File: config.mk
export PLATFORM = sky130hd
export DESIGN_NAME = cifl_core_flags
export DESIGN_NICKNAME = d
export VERILOG_FILES = /design/src/hw/cifl_pkg.sv /design/src/hw/cifl_bank_file.sv /design/src/hw/cifl_core_flags.sv
export SDC_FILE = /design/constraint.sdc
export NUM_CORES = 1
export LEC_CHECK = 0
export BUFFER_PORTS_ARGS = -buffer_cell sky130_fd_sc_hd__buf_4
export CORE_MARGIN = 2
export CORE_UTILIZATION = 30
export DETAILED_ROUTE_END_ITERATION = 12
export HOLD_SLACK_MARGIN = 0.08
export SETUP_SLACK_MARGIN = 0.3
export SYNTH_ARGS = -nofsm -noshare
export SYNTH_HDL_FRONTEND = slang
export SYNTH_SLANG_ARGS = --single-unit
File: constraint.sdc
create_clock -name clk_i -period 4.8 [get_ports clk_i]
set_input_delay 0.96 -clock clk_i [delete_from_list [all_inputs] [get_ports clk_i]]
set_output_delay 0.96 -clock clk_i [all_outputs]
set_load 0.01 [all_outputs]
File: src/hw/cifl_pkg.sv
package cifl_pkg;

	// ==========================================================
	// Widths and counts
	localparam int DATA_W = 16;
	localparam int ADDR_W = 16;
	localparam int PRIO_W = 3;
	localparam int ARCH_REG_COUNT = 13;
	localparam int BANK_COUNT = 2;
	localparam int TRAP_W = 6;

	// ==========================================================
	// Flag values and limits
	localparam logic MASK_BLOCK = 1'b0;
	localparam logic MASK_OPEN = 1'b1;
	localparam logic STACK_SEL_IRQ = 1'b0;
	localparam logic STACK_SEL_TASK = 1'b1;
	localparam logic [PRIO_W-1:0] PRIO_RESET = 3'h0;
	localparam logic [TRAP_W-1:0] TRAP_LOW_LAST = 6'h1F;
	localparam logic RESERVED_READ = 1'b0;
	localparam logic [DATA_W-1:0] REG_RESET = 16'h0000;

	// ==========================================================
	// Bank register selector
	typedef enum logic [2:0] {
		CIFL_SEL_DATA0,
		CIFL_SEL_DATA1,
		CIFL_SEL_DATA2,
		CIFL_SEL_DATA3,
		CIFL_SEL_ADDR0,
		CIFL_SEL_ADDR1,
		CIFL_SEL_FRAME
	} cifl_bank_sel_t;

	localparam int BANK_REGS = 7;

	// Flag word as software sees it
	typedef struct packed {
		logic [PRIO_W-1:0] core_priority_level;
		logic reserved;
		logic stack_sel;
		logic mask_enable;
	} cifl_flags_t;

	// Interrupt request from the request logic
	typedef struct packed {
		logic valid;
		logic [PRIO_W-1:0] prio;
	} cifl_req_t;

endpackage

File: src/hw/cifl_bank_file.sv
`timescale 1ns/1ps

// Two banked copies of data, address and frame base registers
module cifl_bank_file (
	input wire logic clk_i,
	input wire logic rst_i,
	input wire logic bank_sel_i,
	input wire logic wr_en_i,
	input wire cifl_pkg::cifl_bank_sel_t wr_sel_i,
	input wire logic [cifl_pkg::DATA_W-1:0] wr_data_i,
	input wire cifl_pkg::cifl_bank_sel_t rd_sel_i,
	output logic [cifl_pkg::DATA_W-1:0] rd_data_o
);
	logic [cifl_pkg::DATA_W-1:0] bank_mem [cifl_pkg::BANK_COUNT]
		[cifl_pkg::BANK_REGS];

	// ==========================================================
	// Storage, one generate entry per bank
	genvar b;
	generate
		for (b = 0; b < cifl_pkg::BANK_COUNT; b++) begin : g_bank
			always_ff @(posedge clk_i) begin
				if (rst_i) begin
					for (int r = 0; r < cifl_pkg::BANK_REGS; r++) begin
						bank_mem[b][r] <= cifl_pkg::REG_RESET;
					end
				end else if (wr_en_i && (int'(bank_sel_i) == b)) begin
					bank_mem[b][wr_sel_i] <= wr_data_i;
				end
			end
		end
	endgenerate

	// Registered read so the data output comes from flip-flops
	always_ff @(posedge clk_i) begin
		if (rst_i) begin
			rd_data_o <= cifl_pkg::REG_RESET;
		end else begin
			rd_data_o <= bank_mem[bank_sel_i][rd_sel_i];
		end
	end

endmodule // cifl_bank_file

File: src/hw/cifl_core_flags.sv
`timescale 1ns/1ps

// Summary of operation
// - Thirteen registers; four data, two address, frame base form one bank.
// - Two full bank copies exist, one selected at a time.
// - Mask enable 0 refuses maskable requests; 1 allows them.
// - Any interrupt acknowledge clears mask enable to 0.
// - Stack select 0 picks irq stack pointer, 1 picks task pointer.
// - Hardware acknowledge or trap vector 0..31 clears stack select.
// - Core priority level is three bits, levels 0 through 7.
// - Request admitted only if priority strictly above core level.
// - Reserved flag bit written 0; reads must not rely on it.
module cifl_core_flags (
	input wire logic clk_i,
	input wire logic rst_i,
	// Pending request from request logic
	input wire cifl_pkg::cifl_req_t req_i,
	input wire logic req_nonmaskable_i,
	// Sequencer events
	input wire logic ack_hw_i,
	input wire logic ack_any_i,
	input wire logic trap_exec_i,
	input wire logic [cifl_pkg::TRAP_W-1:0] trap_num_i,
	// Software flag write
	input wire logic flags_wr_i,
	input wire cifl_pkg::cifl_flags_t flags_wdata_i,
	// Bank select and register access
	input wire logic bank_sel_i,
	input wire logic reg_wr_i,
	input wire cifl_pkg::cifl_bank_sel_t reg_wr_sel_i,
	input wire logic [cifl_pkg::DATA_W-1:0] reg_wdata_i,
	input wire cifl_pkg::cifl_bank_sel_t reg_rd_sel_i,
	// Stack pointer writes
	input wire logic sp_wr_i,
	input wire logic [cifl_pkg::ADDR_W-1:0] sp_wdata_i,
	output logic [cifl_pkg::DATA_W-1:0] reg_rdata_o,
	output cifl_pkg::cifl_flags_t flags_o,
	output logic [cifl_pkg::ADDR_W-1:0] active_sp_o,
	output logic admit_o
);
	logic mask_enable;
	logic stack_sel;
	logic [cifl_pkg::PRIO_W-1:0] core_priority_level;
	logic [cifl_pkg::ADDR_W-1:0] irq_stack_pointer;
	logic [cifl_pkg::ADDR_W-1:0] task_stack_pointer;
	logic low_trap;
	logic prio_above;

	// ==========================================================
	// Admission
	assign prio_above = req_i.prio > core_priority_level;
	// Non-maskable requests bypass the mask but not the level test
	assign admit_o = req_i.valid && prio_above &&
		(mask_enable == cifl_pkg::MASK_OPEN || req_nonmaskable_i);

	assign low_trap = trap_exec_i &&
		(trap_num_i <= cifl_pkg::TRAP_LOW_LAST);

	// ==========================================================
	// Mask enable flag; acknowledge wins over a same-cycle write
	always_ff @(posedge clk_i) begin
		if (rst_i) begin
			mask_enable <= cifl_pkg::MASK_BLOCK;
		end else if (ack_any_i) begin
			mask_enable <= cifl_pkg::MASK_BLOCK;
		end else if (flags_wr_i) begin
			mask_enable <= flags_wdata_i.mask_enable;
		end
	end

	// Stack select flag
	always_ff @(posedge clk_i) begin
		if (rst_i) begin
			stack_sel <= cifl_pkg::STACK_SEL_IRQ;
		end else if (ack_hw_i || low_trap) begin
			stack_sel <= cifl_pkg::STACK_SEL_IRQ;
		end else if (flags_wr_i) begin
			stack_sel <= flags_wdata_i.stack_sel;
		end
	end

	// Priority level, full 3-bit range writable
	always_ff @(posedge clk_i) begin
		if (rst_i) begin
			core_priority_level <= cifl_pkg::PRIO_RESET;
		end else if (flags_wr_i) begin
			core_priority_level <= flags_wdata_i.core_priority_level;
		end
	end

	// ==========================================================
	// Stack pointers; write goes to the one currently selected
	always_ff @(posedge clk_i) begin
		if (rst_i) begin
			irq_stack_pointer <= cifl_pkg::REG_RESET;
			task_stack_pointer <= cifl_pkg::REG_RESET;
		end else if (sp_wr_i) begin
			if (stack_sel == cifl_pkg::STACK_SEL_TASK) begin
				task_stack_pointer <= sp_wdata_i;
			end else begin
				irq_stack_pointer <= sp_wdata_i;
			end
		end
	end

	always_ff @(posedge clk_i) begin
		if (rst_i) begin
			active_sp_o <= cifl_pkg::REG_RESET;
		end else begin
			active_sp_o <= (stack_sel == cifl_pkg::STACK_SEL_TASK) ?
				task_stack_pointer : irq_stack_pointer;
		end
	end

	// Reserved bit always reads a fixed value
	always_comb begin
		flags_o.mask_enable = mask_enable;
		flags_o.stack_sel = stack_sel;
		flags_o.reserved = cifl_pkg::RESERVED_READ;
		flags_o.core_priority_level = core_priority_level;
	end

	// ==========================================================
	// Banked general registers
	cifl_bank_file u_bank (
		.clk_i(clk_i),
		.rst_i(rst_i),
		.bank_sel_i(bank_sel_i),
		.wr_en_i(reg_wr_i),
		.wr_sel_i(reg_wr_sel_i),
		.wr_data_i(reg_wdata_i),
		.rd_sel_i(reg_rd_sel_i),
		.rd_data_o(reg_rdata_o)
	);

	// ==========================================================
	// Checks
	property p_mask_blocks;
		@(posedge clk_i) disable iff (rst_i)
		(mask_enable == cifl_pkg::MASK_BLOCK && !req_nonmaskable_i)
			|-> !admit_o;
	endproperty
	a_mask_blocks: assert property (p_mask_blocks)
		else $error("maskable admit while mask closed");

	property p_ack_clears_mask;
		@(posedge clk_i) disable iff (rst_i)
		ack_any_i |=> mask_enable == cifl_pkg::MASK_BLOCK;
	endproperty
	a_ack_clears_mask: assert property (p_ack_clears_mask)
		else $error("mask not cleared after ack");

	property p_sp_follows_sel;
		@(posedge clk_i) disable iff (rst_i)
		##1 active_sp_o == ($past(stack_sel) ? $past(task_stack_pointer)
			: $past(irq_stack_pointer));
	endproperty
	a_sp_follows_sel: assert property (p_sp_follows_sel)
		else $error("active stack pointer wrong");

	property p_stack_clear;
		@(posedge clk_i) disable iff (rst_i)
		(ack_hw_i || (trap_exec_i &&
			trap_num_i <= cifl_pkg::TRAP_LOW_LAST))
			|=> stack_sel == cifl_pkg::STACK_SEL_IRQ;
	endproperty
	a_stack_clear: assert property (p_stack_clear)
		else $error("stack select not cleared");

	property p_high_trap_keeps;
		@(posedge clk_i) disable iff (rst_i)
		(trap_exec_i && trap_num_i > cifl_pkg::TRAP_LOW_LAST &&
			!ack_hw_i && !flags_wr_i)
			|=> $stable(stack_sel);
	endproperty
	a_high_trap_keeps: assert property (p_high_trap_keeps)
		else $error("high trap changed stack select");

	property p_prio_write;
		@(posedge clk_i) disable iff (rst_i)
		flags_wr_i |=> core_priority_level ==
			$past(flags_wdata_i.core_priority_level);
	endproperty
	a_prio_write: assert property (p_prio_write)
		else $error("priority level write lost");

	property p_equal_prio_held;
		@(posedge clk_i) disable iff (rst_i)
		(req_i.prio <= core_priority_level) |-> !admit_o;
	endproperty
	a_equal_prio_held: assert property (p_equal_prio_held)
		else $error("low or equal priority admitted");

	property p_reserved_zero;
		@(posedge clk_i) disable iff (rst_i)
		flags_wr_i |=> flags_o.reserved == cifl_pkg::RESERVED_READ;
	endproperty
	a_reserved_zero: assert property (p_reserved_zero)
		else $error("reserved bit not zero");

	property p_admit_cause;
		@(posedge clk_i) disable iff (rst_i)
		(req_i.valid && req_i.prio > core_priority_level &&
			mask_enable == cifl_pkg::MASK_OPEN) |-> admit_o;
	endproperty
	a_admit_cause: assert property (p_admit_cause)
		else $error("qualified request not admitted");

	property p_admit_needs_valid;
		@(posedge clk_i) disable iff (rst_i)
		!req_i.valid |-> !admit_o;
	endproperty
	a_admit_needs_valid: assert property (p_admit_needs_valid)
		else $error("admit without a pending request");

	// Software write only lands when no acknowledge competes
	property p_mask_write;
		@(posedge clk_i) disable iff (rst_i)
		(flags_wr_i && !ack_any_i) |=> mask_enable ==
			$past(flags_wdata_i.mask_enable);
	endproperty
	a_mask_write: assert property (p_mask_write)
		else $error("mask enable write lost");

endmodule // cifl_core_flags

==> out/qor.yml, run 1 <==
status: "complete, no violations"
route.detailed.drc: 0
ys_types: 39
cts_buffers: 30
syn_inst: 927
cp_cell_sequence: "buf_4"
drv_slew: 0
cp_max_fo: 22
tightestPinTransition_ps: 1200
timing.rr.start: "stack_sel$_SDFFE_PP0P_"
register_area_sq_um: 8110
worst_setup_path_end_kind: "output port"
hold_depth: 2
setup_viol: 0
drt-total-wl_mm: 30.6
io_pins: 103
track_usage_pct: 13.9
fmax_ghz: 0.343
ys_seq_area_share_pct: 64.1
hold_violations: 0
htreeDepth: 1
crit_type: "reg -> out"
hold_path_end: "task_stack_pointer[11]$_SDFFE_PP0P_"
cp-start-kind: "flip-flop"
async_flop_share_pct: 0
synth_top_cell_by_area: "edfxtp_1"
post-route-util_pct: 35.5
wl_per_cell_microns: 19.6
io_buffers: 95
fin_area_sq_um: 14800
cp_slowest_stage_delay_ps: 1120
ff2ff_path_depth: 3
min_period_ps: 2920
die_area_sq_um: 43800
fin_crit_sh_pct: 60.7
dpl.hpwl_mm: 18.3
path_buf_inv: 1
leakage_nw: 5.38
place_congestion: 0.776
synth_warnings: 0
cts_root_buf: "clkbuf_16"
initial_core_util_pct: 30.3
clk_path_buf_depth: 3
syn_area_sq_um: 12600
grt_pass1_vias: 7603
finalSetupTns_ps: 0
grt_setup_unrepaired: "no"
grt_pass1_wl_mm: 46.2
cap_violations: 0
cts-resized-gates: 0
drtAntennaViolNets: 0
die_w_microns: 209
arrival_ps: 1960
ys.flop_type: "edfxtp_1"
synth_edf_count: 224
crit_slowest_cell: "dfxtp_1"
yosysMostFrequentCell: "and2_1"
multi_input_comb_area_sq_um: 4130
vias_per_cell: 4.75
worstPathRequired_ps: 3840
cts.sinks: 293
vdd_drop_max_v: 0.000268
cts_tree: "built"
synth_top_area_share_pct: 53.2
clock_latency_ps: 580
ys_ff_latch: 293
r2r_slack_ps: 2420
avgSynthCellArea_sq_um: 13.6
antenna_found_initial: 2
cts-hold-fix-buffers: 0
clkTransAtPathRegs_ps: 60
drt_first_pass_iters: 5
n_fill_cell: 4022
rows: 75
placed_area_sq_um: 13800
via_count: 7438
grt_max_degree: 84
clock_skew_ps: 13.6
synth_common_cells: "225 x and2_1, 224 x edfxtp_1, 69 x dfxtp_1"
core_area_sq_um: 41800
post_cts_buffers: 0
relSlewSlack_pct: 19.9
grt-ovfl-total: 0
drt_iter0_drc: 578
critical_path.top_delay_family: "flip-flops"
final_nets: 1068
powerDensity_nw_per_um2: 384
synth_nets: 994
area_growth_pct: 17.1
r2r-end: "task_stack_pointer[6]$_SDFFE_PP0P_"
synthTopCellsByArea: "edfxtp_1 53%, and2_1 11%, dfxtp_1 11%, mux4_2 7.8%, mux2i_1 4.4%"
hold_path_class: "reg -> reg"
fp.dieH_microns: 209
drive_gt1_share_pct: 22.4
min_from: "task_stack_pointer[11]$_SDFFE_PP0P_"
## power breakdown
| part | leakage, nW | total [mW] | switching [mW] | internal, mW |
|---|---|---|---|---|
| clock network | 0.498 | 2.36 | 1.02 | 1.35 |
| logic | 2.18 | 0.423 | 0.244 | 0.179 |
| registers | 2.70 | 2.91 | 0.0449 | 2.86 |
## cell families (layout without fill, tap and decap cells)
kind of cell / after synthesis / count (layout) / synth area share, %
simple gates: 364 / 364 / 16.2
flops: 293 / 293 / 64.1
mux: 100 / 100 / 12.3
compound gates: 86 / 86 / 3.86
buf+inv: 80 / 178 / 3.24
fa+ha+maj: 3 / 3 / 0.297
other cells: 1 / 2 / 0.0297
## metrics by stage
stage                     power (mW)  std cells  setup WS (ps)  hold WS, ps
after floorplan                 3.21        927           2110          436
after global placement          3.38       1508           1560          441
after detailed placement        3.39       1508           1580          446
after CTS                       5.75       1564           1850          455
after global routing            5.88       1564           1800          478
final                           5.69       1565           1880          454
## flip-flops by register name (all words and copies together) (netlist names)
name / count
u_bank.bank_mem: 224
active_sp_o: 16
irq_stack_pointer: 16
task_stack_pointer: 16
u_bank.rd_data_o: 16
core_priority_level: 3
mask_enable: 1
stack_sel: 1
## layout make-up
cell class / count / area share (%)
clock inverter: 11 / 0.803
clock buffer: 45 / 6.00
timing repair buffer: 115 / 5.83
tap: 539 / 4.55
sequential: 293 / 54.7
multi-input combinational: 554 / 27.9
antenna: 1 / 0.0169
inverter: 7 / 0.177
## placed cells by master (no fill, tap or decap), drive strengths merged, types with 2 or more instances in the layout
master	netlist	final
nand2	68	68
nor4	4	4
ha	3	3
inv	7	9
a211oi	11	11
dfxtp	69	69
nand2b	5	5
buf	22	115
o221ai	4	4
edfxtp	224	224
mux4	44	44
a21oi	49	49
o21ai	17	17
and2	226	226
or2	14	14
nor2	37	37
clkbuf	51	45
clkinv	0	8
mux2i	56	56
nor3	5	5
a21o	2	2
## layer usage
metal,vias up,global-route usage (%),part of all wire (%)
met5,-,0,0
met4,0,3.23,2.0
met3,38,3.17,6.5
met2,239,22.0,46
met1,3725,19.5,46
li1,3436,-,-
## worst register-to-register path, delay by kind of cell, from the launching register on
| family | cells | cell delay (ps) |
|---|---|---|
| flip-flops | 1 | 1120 |
| AND/OR/NAND/NOR | 2 | 1020 |
| AO/OA/AOI/OAI | 1 | 90 |
## worst max path at each step
stage                      startpoint                         endpoint  slack (ps)  cells past startpoint
4_1_cts        stack_sel$_SDFFE_PP0P_                       flags_o[1]        1850                      1
2_1_floorplan                req_i[1]                          admit_o        2110                      4
3_3_place_gp               bank_sel_i  u_bank.rd_data_o[14]$_SDFF_PP0_        1560                      6
6_report       stack_sel$_SDFFE_PP0P_                       flags_o[1]        1880                      1
5_1_grt        stack_sel$_SDFFE_PP0P_                       flags_o[1]        1800                      1
3_5_place_dp               bank_sel_i  u_bank.rd_data_o[14]$_SDFF_PP0_        1580                      6
Note: power is estimated with default switching activity, not from simulation.
==> run 2, diff against run 1 <==
- ABC_AREA: not set -> 1
- clock period: 4.8 -> 2.95 ns (I/O delays scaled with it)
==> out/qor.yml, run 2 <==
status: "complete, no violations"  # unchanged
synth_top_cell_by_area: "edfxtp_1"  # unchanged
io_buffers: 95  # unchanged
synth_simple_gate_area_share_pct: 26.9  # was 16.2%
hold_path_class: "in -> reg"  # was reg -> reg
grt-ovfl-total: 0  # unchanged
wl_per_cell_microns: 15.7  # was 19.6 microns
post_cts_buffers: 0  # unchanged
final_nets: 1648  # was 1,068
drive_gt1_share_pct: 12.2  # was 22.4%
drt_first_pass_iters: 5  # unchanged
grt_pass1_wl_mm: 53.4  # was 46.2 mm
r2r_slack_ps: 1380  # was 2420 ps
crit_type: "reg -> out"  # unchanged
antenna_found_initial: 1  # was 2
cap_violations: 0  # unchanged
leakage_nw: 7.03  # was 5.38 nW
clk_path_buf_depth: 3  # unchanged
setup_slack_ps: 664  # was 1880 ps
min_period_ps: 2290
regMostFlops: "u_bank.bank_mem"  # unchanged
cts_tree: "built"  # unchanged
core_area_sq_um: 43100  # was 41,800 sq um
cp-start-kind: "flip-flop"  # unchanged
area_growth_pct: 19.2  # was 17.1%
arrival_ps: 1700  # was 1960 ps
synth_nets: 1575  # was 994
fin_crit_sh_pct: 77.5
ys_seq_area_share_pct: 62.0  # was 64.1%
syn_inst: 1508  # was 927
fp.dieH_microns: 213  # was 209 microns
io_pins: 103  # unchanged
cts-resized-gates: 0  # unchanged
rows: 76  # was 75
tightestPinTransition_ps: 845  # was 1200 ps
critical_path.top_delay_family: "flip-flops"  # unchanged
clock_latency_ps: 530  # was 580 ps
largest_reg_flops: 224  # unchanged
crit_cells: 6  # was 1
ff2ff_path_depth: 6  # was 3
async_flop_share_pct: 0  # unchanged
layout_commonest_cell: "nor2_1"  # was and2_1
dp_slack_ps: 302  # was 1580 ps
die_area_sq_um: 45300  # was 43,800 sq um
setup_viol: 0  # unchanged
cp_max_fo: 3  # was 22
synth_common_cells: "367 x nor2_1, 366 x nand2_1, 224 x edfxtp_1"  # was 225 x and2_1, 224 x edfxtp_1, 69 x dfxtp_1
worstPathRequired_ps: 2360  # was 3840 ps
synthXorXnorAreaFrac_pct: 0  # unchanged
cts.sinks: 293  # unchanged
route.detailed.drc: 0  # unchanged
htreeDepth: 2  # was 1
hold_depth: 2  # unchanged
synthTopCellsByArea: "edfxtp_1 51%, dfxtp_1 11%, nor2_1 11%, nand2_1 11%, inv_1 5.1%"  # was edfxtp_1 53%, and2_1 11%, dfxtp_1 11%, mux4_2 7.8%, mux2i_1 4.4%
grt_max_degree: 108  # was 84
swShare_pct: 23.6  # was 22.9%
synth_compound_area_share_pct: 2.61  # was 3.86%
syn_area_sq_um: 13100  # was 12,600 sq um
grt_pass1_vias: 9420  # was 7,603
dpl.hpwl_mm: 20.9  # was 18.3 mm
synth_warnings: 0  # unchanged
relSlewSlack_pct: 43.5  # was 19.9%
mostFrequentLayoutCells: "367 x nor2_1, 366 x nand2_1, 224 x edfxtp_1"  # was 225 x and2_1, 224 x edfxtp_1, 115 x buf_4
powerDensity_nw_per_um2: 636  # was 384 nW/um^2
fin_area_sq_um: 15600  # was 14,800 sq um
synth_top_area_share_pct: 51.4  # was 53.2%
via_count: 9820  # was 7,438
vdd_drop_max_v: 0.000383  # was 0.000268 V
fmax_ghz: 0.437
track_usage_pct: 15.5  # was 13.9%
die_w_microns: 213  # was 209 microns
cp_cell_sequence: "inv_1 > ha_1 > nand2_1 > o21ai_0 > o2111a_1 > buf_4"  # was buf_4
placed_area_sq_um: 14400  # was 13,800 sq um
muxShareOfSynthArea_pct: 0  # was 12.3%
crit_slowest_cell: "dfxtp_1"  # unchanged
drv_slew: 0  # unchanged
ys.flop_type: "edfxtp_1"  # unchanged
timing.rr.start: "stack_sel$_SDFFE_PP0P_"  # unchanged
antennaDiodeCount: 0  # was 1
avgSynthCellArea_sq_um: 8.67  # was 13.6 sq um
yosysMostFrequentCell: "nor2_1"  # was and2_1
cts-hold-fix-buffers: 0  # unchanged
cp_slowest_stage_delay_ps: 330  # was 1120 ps
ys_types: 23  # was 39
ys_ff_latch: 293  # unchanged
drt-total-wl_mm: 34.5  # was 30.6 mm
path_buf_inv: 2  # was 1
vias_per_cell: 4.48  # was 4.75
synthAdderAreaFrac_pct: 0.287  # was 0.297%
place_congestion: 0.821  # was 0.776
synth_top_family_by_area: "simple AND/OR/NAND/NOR gates"  # unchanged
p_switching_mw: 2.34  # was 1.31 mW
p_clk_share_pct: 43.3  # was 41.5%
power_frac_comb_pct: 8.8  # was 7.4%
drtAntennaViolNets: 0  # unchanged
min_from: "ack_hw_i"  # was task_stack_pointer[11]$_SDFFE_PP0P_
setup.worst_path.start: "core_priority_level[2]$_SDFFE_PP0P_"  # was stack_sel$_SDFFE_PP0P_
drt_iter0_drc: 763  # was 578
synth_edf_count: 224  # unchanged
hold_violations: 0  # unchanged
cts_root_buf: "clkbuf_16"  # unchanged
cts_buffers: 34  # was 30
fin_cells: 2192  # was 1,565
seqPwrFrac_pct: 47.8  # was 51.1%
worst_setup_path_end_kind: "output port"  # unchanged
clkTransAtPathRegs_ps: 60  # about the same
grt_setup_unrepaired: "no"  # unchanged
initial_core_util_pct: 30.4  # was 30.3%
fin_hold_ws_ps: 250  # was 454 ps
power.internal_mw: 7.58  # was 4.39 mW
place_inst: 2130  # was 1,508
finalSetupTns_ps: 0  # unchanged
clock_skew_ps: 28.4  # was 13.6 ps
run 2: final timing paths:
kind                                              to
setup / recovery                             admit_o
hold / removal                stack_sel$_SDFFE_PP0P_
setup reg to reg  task_stack_pointer[3]$_SDFFE_PP0P_
hold reg to reg    irq_stack_pointer[4]$_SDFFE_PP0P_
run 2: final cells by class:
class                      instances  area [sq um]
multi-input combinational        939          3900
fill                            4353         27500
timing repair buffer             129           993
clock buffer                      48          1030
clock inverter                    14           140
sequential                       293          8110
tap                              585           732
inverter                         184           692
run 2: kinds of logic after synthesis:
family / Yosys count
AO/OA/AOI/OAI: 67
flip-flops: 293
other: 1
AND/OR/NAND/NOR: 868
adder cells (fa/ha/maj): 3
buffers and inverters: 276
run 2: metal layers:
layer  global-route usage, %  vias to the layer above  share of wire [%]
met5                       0                        -                  0
met4                    4.56                        0                2.2
met3                    3.43                       47                8.5
met2                    25.2                      340                 45
met1                    20.7                     4558                 44
li1                        -                     4875                  -
run 2: power by group through the flow:
stage | sequential (mW) | clock, mW | combinational [mW]
floorplan | 4.83 | 0 | 0.507
global placement | 4.82 | 0 | 0.870
detailed placement | 4.83 | 0 | 0.878
CTS | 4.75 | 4.38 | 0.882
global route | 4.77 | 4.53 | 0.982
finish | 4.74 | 4.30 | 0.875
run 2: stage by stage:
| stage | power, mW | util, % |
|---|---|---|
| 2_1_floorplan | 5.34 | - |
| 3_3_place_gp | 5.69 | 33.5 |
| 3_5_place_dp | 5.71 | 33.5 |
| 4_1_cts | 10.0 | 36.2 |
| 5_1_grt | 10.3 | 36.2 |
| 6_report | 9.92 | 36.2 |
